File: src/common/host_port_pkg.sv
// Purpose: constants and types shared by the host-port mode and configuration logic
// Assumes: byte-addressed host register port, byte registers on the low data lane
// Notes:   every offset and field position lives here, with the key and read-data reset values
// What this block does
// RULE1 - drive style: both levels, or low only
// RULE2 - dma request output polarity select
// RULE3 - dma acknowledge input polarity select
// RULE4 - dma access needs ack, optionally chip select
// RULE5 - byte order status bit reports setup
// RULE6 - status bits echo setup register write
// RULE7 - bus mode status bit reports setup
// RULE8 - init done flag reads one
// RULE9 - setup register writable only before init
// RULE10 - host writes setup after every reset
// RULE11 - either byte copy sets field
// RULE12 - byte order field selects endianness
// RULE13 - write strobe field selects strobe style
// RULE14 - interrupt polarity bit seven
// RULE15 - config writes need unlock key value
// RULE16 - setup write ends uninitialised period
package host_port_pkg;

    // ************************************************************
    // register map
    // ************************************************************
    localparam int          ADDR_W          = 8;
    localparam logic [7:0]  ADDR_UNLOCK_KEY = 8'h71;
    localparam logic [7:0]  ADDR_CONFIG     = 8'h75;
    localparam logic [7:0]  ADDR_SETUP_EVEN = 8'h7E;
    localparam logic [7:0]  ADDR_SETUP_ODD  = 8'h7F;

    // ************************************************************
    // field positions
    // ************************************************************
    localparam int CFG_IRQ_POL    = 7;
    localparam int CFG_IRQ_DRIVE  = 6;
    localparam int CFG_DREQ_POL   = 5;
    localparam int CFG_DACK_POL   = 4;
    localparam int CFG_CS_QUAL    = 3;
    localparam int CFG_ENDIAN     = 2;
    localparam int CFG_BUS_MODE   = 1;
    localparam int CFG_INIT_DONE  = 0;
    localparam int SETUP_ENDIAN_H = 10;
    localparam int SETUP_ENDIAN_L = 2;
    localparam int SETUP_BUS_H    = 9;
    localparam int SETUP_BUS_L    = 1;
    localparam int LANE_LO        = 0;
    localparam int LANE_HI        = 1;

    // ************************************************************
    // reset values and keys
    // ************************************************************
    localparam logic [7:0]  UNLOCK_VALUE    = 8'h56;
    localparam logic [7:0]  KEY_RESET       = 8'h56;
    localparam logic [7:0]  READ_ZERO       = 8'h00;

    typedef enum logic [0:0] {
        ST_UNINIT = 1'b0,
        ST_READY  = 1'b1
    } port_state_t;

endpackage

File: src/common/pin_pol_if.sv
`timescale 1ns/1ps
// Purpose: carries one pin's level, asserted level and polarity choice
// Assumes: single clock
// Notes:   asserted is active high inside the block
interface pin_pol_if;
    logic asserted;
    logic active_high;
    logic pin;
    modport drv_side (output asserted, output active_high, input pin);
    modport pin_to_core (input pin, input active_high, output asserted);
    modport conv_out (input asserted, input active_high, output pin);
    modport conv_in (input pin, input active_high, output asserted);
endinterface

File: src/core/host_port_mode_config.sv
`timescale 1ns/1ps
// Purpose: host port setup register, configuration byte, unlock key and pin polarity
// Assumes: host register port and dma controller run on clk; pins are synchronised
// Notes:   byte registers use the low data lane; setup uses both lanes
module host_port_mode_config (
    // clock and reset
    input  wire logic        clk,
    input  wire logic        nrst,
    // host register port
    input  wire logic [7:0]  reg_addr,
    input  wire logic [15:0] reg_wdata,
    input  wire logic [1:0]  reg_be,
    input  wire logic        reg_wr,
    input  wire logic        reg_rd,
    output      logic [7:0]  reg_rdata,
    // internal requests from the device core
    input  wire logic        irq_req,
    input  wire logic        dma_req,
    // interrupt pin, tristate capable
    output      logic        irq_out_pin,
    output      logic        irq_out_pin_oe,
    // dma pins
    output      logic        dma_req_pin,
    input  wire logic        dma_ack_pin,
    input  wire logic        chip_select_pin_n,
    // mode outputs to the device core
    output      logic        dma_access_en,
    output      logic        little_endian,
    output      logic        write_strobe_style,
    output      logic        init_done
);
    // ************************************************************
    // state
    // ************************************************************
    typedef struct packed {
        host_port_pkg::port_state_t st;
        logic                       endian;
        logic                       bus_mode;
        logic [7:0]                 key;
        logic                       irq_polarity;
        logic                       irq_drive_style;
        logic                       dma_req_polarity;
        logic                       dma_ack_polarity;
        logic                       cs_qualify;
        logic                       cs_s1;
        logic                       cs_s2;
        logic                       irq_oe;
        logic [7:0]                 rdata;
    } cfg_state_t;

    cfg_state_t st_r;
    cfg_state_t st_nxt;

    pin_pol_if irq_if ();
    pin_pol_if dreq_if ();
    pin_pol_if dack_if ();

    logic setup_hit;
    logic cfg_hit;
    logic key_hit;
    logic unlocked;
    logic cs_asserted;
    logic [7:0] cfg_view;

    assign setup_hit = reg_wr && (reg_addr == host_port_pkg::ADDR_SETUP_EVEN
                                  || reg_addr == host_port_pkg::ADDR_SETUP_ODD);
    assign cfg_hit   = reg_wr && reg_be[host_port_pkg::LANE_LO] && reg_addr == host_port_pkg::ADDR_CONFIG;
    assign key_hit   = reg_wr && reg_be[host_port_pkg::LANE_LO] && reg_addr == host_port_pkg::ADDR_UNLOCK_KEY;
    assign unlocked  = st_r.key == host_port_pkg::UNLOCK_VALUE;

    // readback view: status bits echo the stored setup
    always_comb begin
        cfg_view = host_port_pkg::READ_ZERO;
        cfg_view[host_port_pkg::CFG_IRQ_POL]   = st_r.irq_polarity;
        cfg_view[host_port_pkg::CFG_IRQ_DRIVE] = st_r.irq_drive_style;
        cfg_view[host_port_pkg::CFG_DREQ_POL]  = st_r.dma_req_polarity;
        cfg_view[host_port_pkg::CFG_DACK_POL]  = st_r.dma_ack_polarity;
        cfg_view[host_port_pkg::CFG_CS_QUAL]   = st_r.cs_qualify;
        cfg_view[host_port_pkg::CFG_ENDIAN]    = st_r.endian;      // [RULE5] [RULE6]
        cfg_view[host_port_pkg::CFG_BUS_MODE]  = st_r.bus_mode;    // [RULE7] [RULE6]
        cfg_view[host_port_pkg::CFG_INIT_DONE] = st_r.st == host_port_pkg::ST_READY; // [RULE8]
    end

    // ************************************************************
    // next state
    // ************************************************************
    always_comb begin
        st_nxt       = st_r;
        // raw pin into the first flop; nothing gates it before the second stage
        st_nxt.cs_s1 = chip_select_pin_n;
        st_nxt.cs_s2 = st_r.cs_s1;
        case (st_r.st)
            host_port_pkg::ST_UNINIT: begin
                // a late setup write would change the bus under a running host, so it locks [RULE9]
                if (setup_hit) begin
                    st_nxt.endian   = (reg_be[host_port_pkg::LANE_HI] && reg_wdata[host_port_pkg::SETUP_ENDIAN_H])
                                   || (reg_be[host_port_pkg::LANE_LO] && reg_wdata[host_port_pkg::SETUP_ENDIAN_L]); // [RULE11] [RULE12]
                    st_nxt.bus_mode = (reg_be[host_port_pkg::LANE_HI] && reg_wdata[host_port_pkg::SETUP_BUS_H])
                                   || (reg_be[host_port_pkg::LANE_LO] && reg_wdata[host_port_pkg::SETUP_BUS_L]);    // [RULE11] [RULE13]
                    st_nxt.st       = host_port_pkg::ST_READY; // [RULE16]
                end
            end
            host_port_pkg::ST_READY: begin
                st_nxt.st = host_port_pkg::ST_READY;
            end
            default: begin
                st_nxt.st = host_port_pkg::ST_UNINIT;
            end
        endcase
        if (key_hit) begin
            st_nxt.key = reg_wdata[7:0];
        end
        if (cfg_hit && unlocked) begin // [RULE15]
            st_nxt.irq_polarity     = reg_wdata[host_port_pkg::CFG_IRQ_POL];   // [RULE14]
            st_nxt.irq_drive_style  = reg_wdata[host_port_pkg::CFG_IRQ_DRIVE]; // [RULE1]
            st_nxt.dma_req_polarity = reg_wdata[host_port_pkg::CFG_DREQ_POL];  // [RULE2]
            st_nxt.dma_ack_polarity = reg_wdata[host_port_pkg::CFG_DACK_POL];  // [RULE3]
            st_nxt.cs_qualify       = reg_wdata[host_port_pkg::CFG_CS_QUAL];   // [RULE4]
        end
        // open-drain style only enables the driver while asserted [RULE1]
        st_nxt.irq_oe = st_r.irq_drive_style ? irq_req : 1'b1;
        if (reg_rd) begin
            if (reg_addr == host_port_pkg::ADDR_CONFIG) begin
                st_nxt.rdata = cfg_view;
            end else if (reg_addr == host_port_pkg::ADDR_UNLOCK_KEY) begin
                st_nxt.rdata = st_r.key;
            end else begin
                st_nxt.rdata = host_port_pkg::READ_ZERO;
            end
        end
    end

    always_ff @(posedge clk or negedge nrst) begin
        if (!nrst) begin
            st_r                  <= '0;
            st_r.st               <= host_port_pkg::ST_UNINIT;
            st_r.key              <= host_port_pkg::KEY_RESET;
            st_r.irq_oe           <= 1'b1;
            // released select idles high, so no false select right after reset
            st_r.cs_s1            <= 1'b1;
            st_r.cs_s2            <= 1'b1;
            st_r.rdata            <= host_port_pkg::READ_ZERO;
        end else begin
            st_r <= st_nxt;
        end
    end

    // ************************************************************
    // pins
    // ************************************************************
    assign irq_if.asserted     = irq_req;
    assign irq_if.active_high  = st_r.irq_polarity;
    assign dreq_if.asserted    = dma_req;
    assign dreq_if.active_high = st_r.dma_req_polarity;
    assign dack_if.pin         = dma_ack_pin;
    assign dack_if.active_high = st_r.dma_ack_polarity;

    pin_polarity #(.IS_INPUT(1'b0)) u_irq_pol (
        .clk         (clk),
        .nrst        (nrst),
        .src_level   (irq_if.asserted),
        .active_high (irq_if.active_high),
        .dst_level   (irq_if.pin)
    );

    pin_polarity #(.IS_INPUT(1'b0)) u_dreq_pol (
        .clk         (clk),
        .nrst        (nrst),
        .src_level   (dreq_if.asserted),
        .active_high (dreq_if.active_high),
        .dst_level   (dreq_if.pin)
    );

    pin_polarity #(.IS_INPUT(1'b1)) u_dack_pol (
        .clk         (clk),
        .nrst        (nrst),
        .src_level   (dack_if.pin),
        .active_high (dack_if.active_high),
        .dst_level   (dack_if.asserted)
    );

    assign cs_asserted        = ~st_r.cs_s2;
    assign irq_out_pin        = st_r.irq_drive_style ? 1'b0 : irq_if.pin;  // [RULE1] [RULE14]
    assign irq_out_pin_oe     = st_r.irq_oe;                               // [RULE1]
    assign dma_req_pin        = dreq_if.pin;                               // [RULE2]
    assign dma_access_en      = st_r.cs_qualify ? (dack_if.asserted && cs_asserted)
                                                : dack_if.asserted;        // [RULE3] [RULE4]
    assign little_endian      = st_r.endian;
    assign write_strobe_style = st_r.bus_mode;
    assign init_done          = st_r.st == host_port_pkg::ST_READY;        // [RULE8]
    assign reg_rdata          = st_r.rdata;
endmodule // host_port_mode_config

File: src/core/pin_polarity.sv
`timescale 1ns/1ps
// Purpose: polarity conversion between an asserted-high level and a pin level
// Assumes: IS_INPUT=1 means the pin arrives from outside and is synchronised
// Notes:   output path has one cycle latency, input path three
module pin_polarity #(
    parameter bit IS_INPUT = 1'b0
) (
    // clock and reset
    input  wire logic clk,
    input  wire logic nrst,
    // converted signal
    input  wire logic src_level,
    input  wire logic active_high,
    output      logic dst_level
);
    typedef struct packed {
        logic s1;
        logic s2;
        logic out;
        logic [1:0] fill;
    } pol_state_t;

    pol_state_t st_r;
    pol_state_t st_nxt;

    always_comb begin
        logic sampled;
        sampled       = IS_INPUT ? st_r.s2 : src_level;
        st_nxt        = st_r;
        st_nxt.s1     = src_level;
        st_nxt.s2     = st_r.s1;
        st_nxt.fill   = {st_r.fill[0], 1'b1};
        // same xnor serves both directions; an input stays deasserted until its
        // synchroniser holds a real pin level, else reset zeros read as asserted low
        st_nxt.out    = (IS_INPUT && !st_r.fill[1]) ? 1'b0 : (active_high ? sampled : ~sampled);
    end

    always_ff @(posedge clk or negedge nrst) begin
        if (!nrst) begin
            st_r <= '0;
        end else begin
            st_r <= st_nxt;
        end
    end

    assign dst_level = st_r.out;
endmodule // pin_polarity

File: config.mk
export PLATFORM = sky130hd
export DESIGN_NAME = host_port_mode_config
export DESIGN_NICKNAME = d
export VERILOG_FILES = /design/src/common/host_port_pkg.sv /design/src/common/pin_pol_if.sv /design/src/core/host_port_mode_config.sv /design/src/core/pin_polarity.sv
export SDC_FILE = /design/constraint.sdc
export NUM_CORES = 1
export LEC_CHECK = 0
export BUFFER_PORTS_ARGS = -buffer_cell sky130_fd_sc_hd__buf_2
export CORE_MARGIN = 2
export CORE_UTILIZATION = 50
export DETAILED_ROUTE_END_ITERATION = 16
export PLACE_DENSITY = 0.79
export SLEW_MARGIN = 15
export SYNTH_ARGS = -nofsm -noshare
export SYNTH_HDL_FRONTEND = slang
export SYNTH_SLANG_ARGS = --single-unit
File: constraint.sdc
create_clock -name clk -period 3.46 [get_ports clk]
set_input_delay 0.173 -clock clk [delete_from_list [all_inputs] [get_ports clk]]
set_output_delay 0.173 -clock clk [all_outputs]
set_load 0.01 [all_outputs]
==> flow_summary.ini <==
[run_status]
status = finished, violations left
violations_in_the_final_reports = DRC

[global_route]
grt_pass1_wl_mm = 4.42
number_of_global_route_vias_before_repair = 990
grt_util_met1 = 0.224
met2_usage = 0.286
grt_use_total = 0.180
grt_max_degree = 35
gr-max-usage-layer = met2
met3_usage = 0.0527
grt_antenna_before_repair = 0
globalRoute.totalOverflow = 0

[clocking]
post_cts_setup_bufs = 0
clock_sinks = 34
holdBufCountCts = 3
cts.reportedPaths.clkPinSlew_ns = 0.09
tritoncts_buffer_count = 5
clock-root-buffer = sky130_fd_sc_hd__clkbuf_4
cts_tree = done
clock_latency_ns = 0.33
h_tree_depth = 2
ctsLongestPathBuffers = 2
post_cts.resized_instances = 0

[timing]
setup_ws_ns = 1.69
clock-skew-final_ns = 0.00808
timing.max_slew.rel_slack = 0.514
setup_tns_ns = 0
timing.final.setup_violations = 0
timing_hold_violations_final = 0
hold_ws_ns = 0.0148
tcrit_tclk_final = 0.513
fmaxAchievable_mhz = 564
worst_slew_pin_slew_ns = 0.729
final_period_minus_worst_setup_slack_ns = 1.77
setup_repair_after_global_routing_missed_its_margin = no
final_slew_viol_count = 0

[worst_setup_path]
critPathKind = register to register
setup.reg_to_reg.worst_slack_ns = 1.69
cp.arrival_ns = 1.99
critPathMaxFanout = 5
critical_path.startpoint_type = register
worst_ep_required_time_ns = 3.67
worst_setup_path_end_kind = register

[route]
detail_route.wl_per_cell_um = 14.0
detailroute.via_count = 947
antenna_left = 0
vias_per_cell = 5.20
route.final.wire_length_mm = 2.55
drc_errors = 1
drt_first_iter_violations = 11
first_pass_iters = 10

[floorplanning]
std_cell_rows = 19
die-width_um = 58.9
design.portCount = 49
die_h_um = 58.9
floorplan.core_area_um2 = 2810
starting_density_of_the_core = 0.537
fp.dieArea_um2 = 3470

[pwr]
leakagePower_nw = 0.823
fin_total_pwr_mw = 0.692
ir_drop_v = 0.000206
powerDensity_nw_per_um2 = 397

[finish]
layout_cell_share_with_drive_strength_beyond_1 = 0.510
num-fill-cells = 255
syn2layout_area_growth_pct = 15.9
stdcell_area_um2 = 1740
mostFrequentLayoutCell = sky130_fd_sc_hd__buf_2
nNetsFinal = 184
final_cells = 182
layout.cells.most_common_list = 42 x sky130_fd_sc_hd__buf_2, 27 x sky130_fd_sc_hd__dfrtp_1
fin_util = 0.622
antenna-diode-count = 0

[synth]
syn_avg_cell_area_um2 = 13.7
synth-seq-area-share = 0.571
post_synth_num_cell_types = 30
dominantRegCellSynth = sky130_fd_sc_hd__dfrtp_1
netlist_instances = 110
synth_edf_count = 0
post_synthesis_async_set_or_reset_flop_share = 1.00
syn_area_um2 = 1510
synth_nets = 144
synthesis.yosys.warnings = 0
synth_seq_cells = 34

[placement]
place.detailed.hpwl_mm = 1.95
place.gp.congestion = 0.782
pre_cts_slack_ns = 1.70
placedInstanceArea_um2 = 1650
buffer_ports.inserted = 42
placed_cells = 171

[hold_path]
worst_hold_path_type = input port to register

[job]
drv.max_cap_violation_count = 0
## Yosys cell counts (2+ instances only)
cell                       instances  area share
sky130_fd_sc_hd__xnor2_1           3       0.017
sky130_fd_sc_hd__a22oi_1           8       0.040
sky130_fd_sc_hd__dfrtp_1          27        0.45
sky130_fd_sc_hd__nor4bb_1          2       0.013
sky130_fd_sc_hd__dfstp_2           7        0.12
sky130_fd_sc_hd__mux2_2            7       0.052
sky130_fd_sc_hd__buf_4             8       0.040
sky130_fd_sc_hd__nor2b_4           2       0.018
sky130_fd_sc_hd__o22ai_1           8       0.033
sky130_fd_sc_hd__a22o_1            2       0.012
sky130_fd_sc_hd__nand2_1           3      0.0075
sky130_fd_sc_hd__inv_1             8       0.020
sky130_fd_sc_hd__mux2_4            8       0.080
## routing by layer
metal,part of all wire,vias to the layer above,wire [µm]
li1,-,461,-
met3,0.040,8,101
met2,0.50,23,1260
met4,0.022,0,55
met1,0.44,455,1130
met5,0,-,0
## kinds of logic (layout without fill, tap and decap cells)
logic type | Yosys count | count (layout) | synth area share
simple gates | 17 | 17 | 0.0956
compound gates | 20 | 20 | 0.0948
buf+inv | 20 | 61 | 0.0864
mux | 15 | 15 | 0.132
other cells | 1 | 1 | 0.00249
flops | 34 | 34 | 0.571
xor+xnor | 3 | 3 | 0.0175
## layout make-up
type	instances	area [µm²]	area share
clock inverters	1	5.00	0.00287
flip-flops and latches	34	860	0.493
inverters	8	30.0	0.0172
multi-input cells	56	515	0.296
repair buffers	45	240	0.138
well taps	31	38.8	0.0222
clock buffers	7	55.1	0.0316
## power by group
group,internal (mW),switching [mW]
combinational,0.0282,0.0266
clock,0.0983,0.122
sequential,0.410,0.00644
total,0.537,0.155
## worst max-delay path: stages (launching register included)
cell,delay [ns]
sky130_fd_sc_hd__dfstp_2,0.55
sky130_fd_sc_hd__nor4bb_1,0.28
sky130_fd_sc_hd__nand2_1,0.14
sky130_fd_sc_hd__nor3_4,0.30
sky130_fd_sc_hd__mux2_2,0.38
## sequential cells by signal, summed over array words and instances (netlist names), 2 cells and up
name,flops
st_r,9
reg_rdata,8
cfg_view,2
u_dack_pol.st_nxt,2
u_dack_pol.st_r,2
## final timing paths
kind / to / cells after the start / from
worst max-delay path: dreq_if.active_high / 4 / st_r[20]
worst min-delay path: u_dreq_pol.dst_level / 2 / dma_req
worst max register to register: dreq_if.active_high / 4 / st_r[20]
min in group asynchronous: cfg_view[6] / 2 / nrst
max in group asynchronous: reg_rdata[4] / 2 / nrst
worst min register to register: u_dack_pol.st_r[3] / 0 / u_dack_pol.st_nxt[3]
No activity file was read; power rests on OpenSTA's default activity.
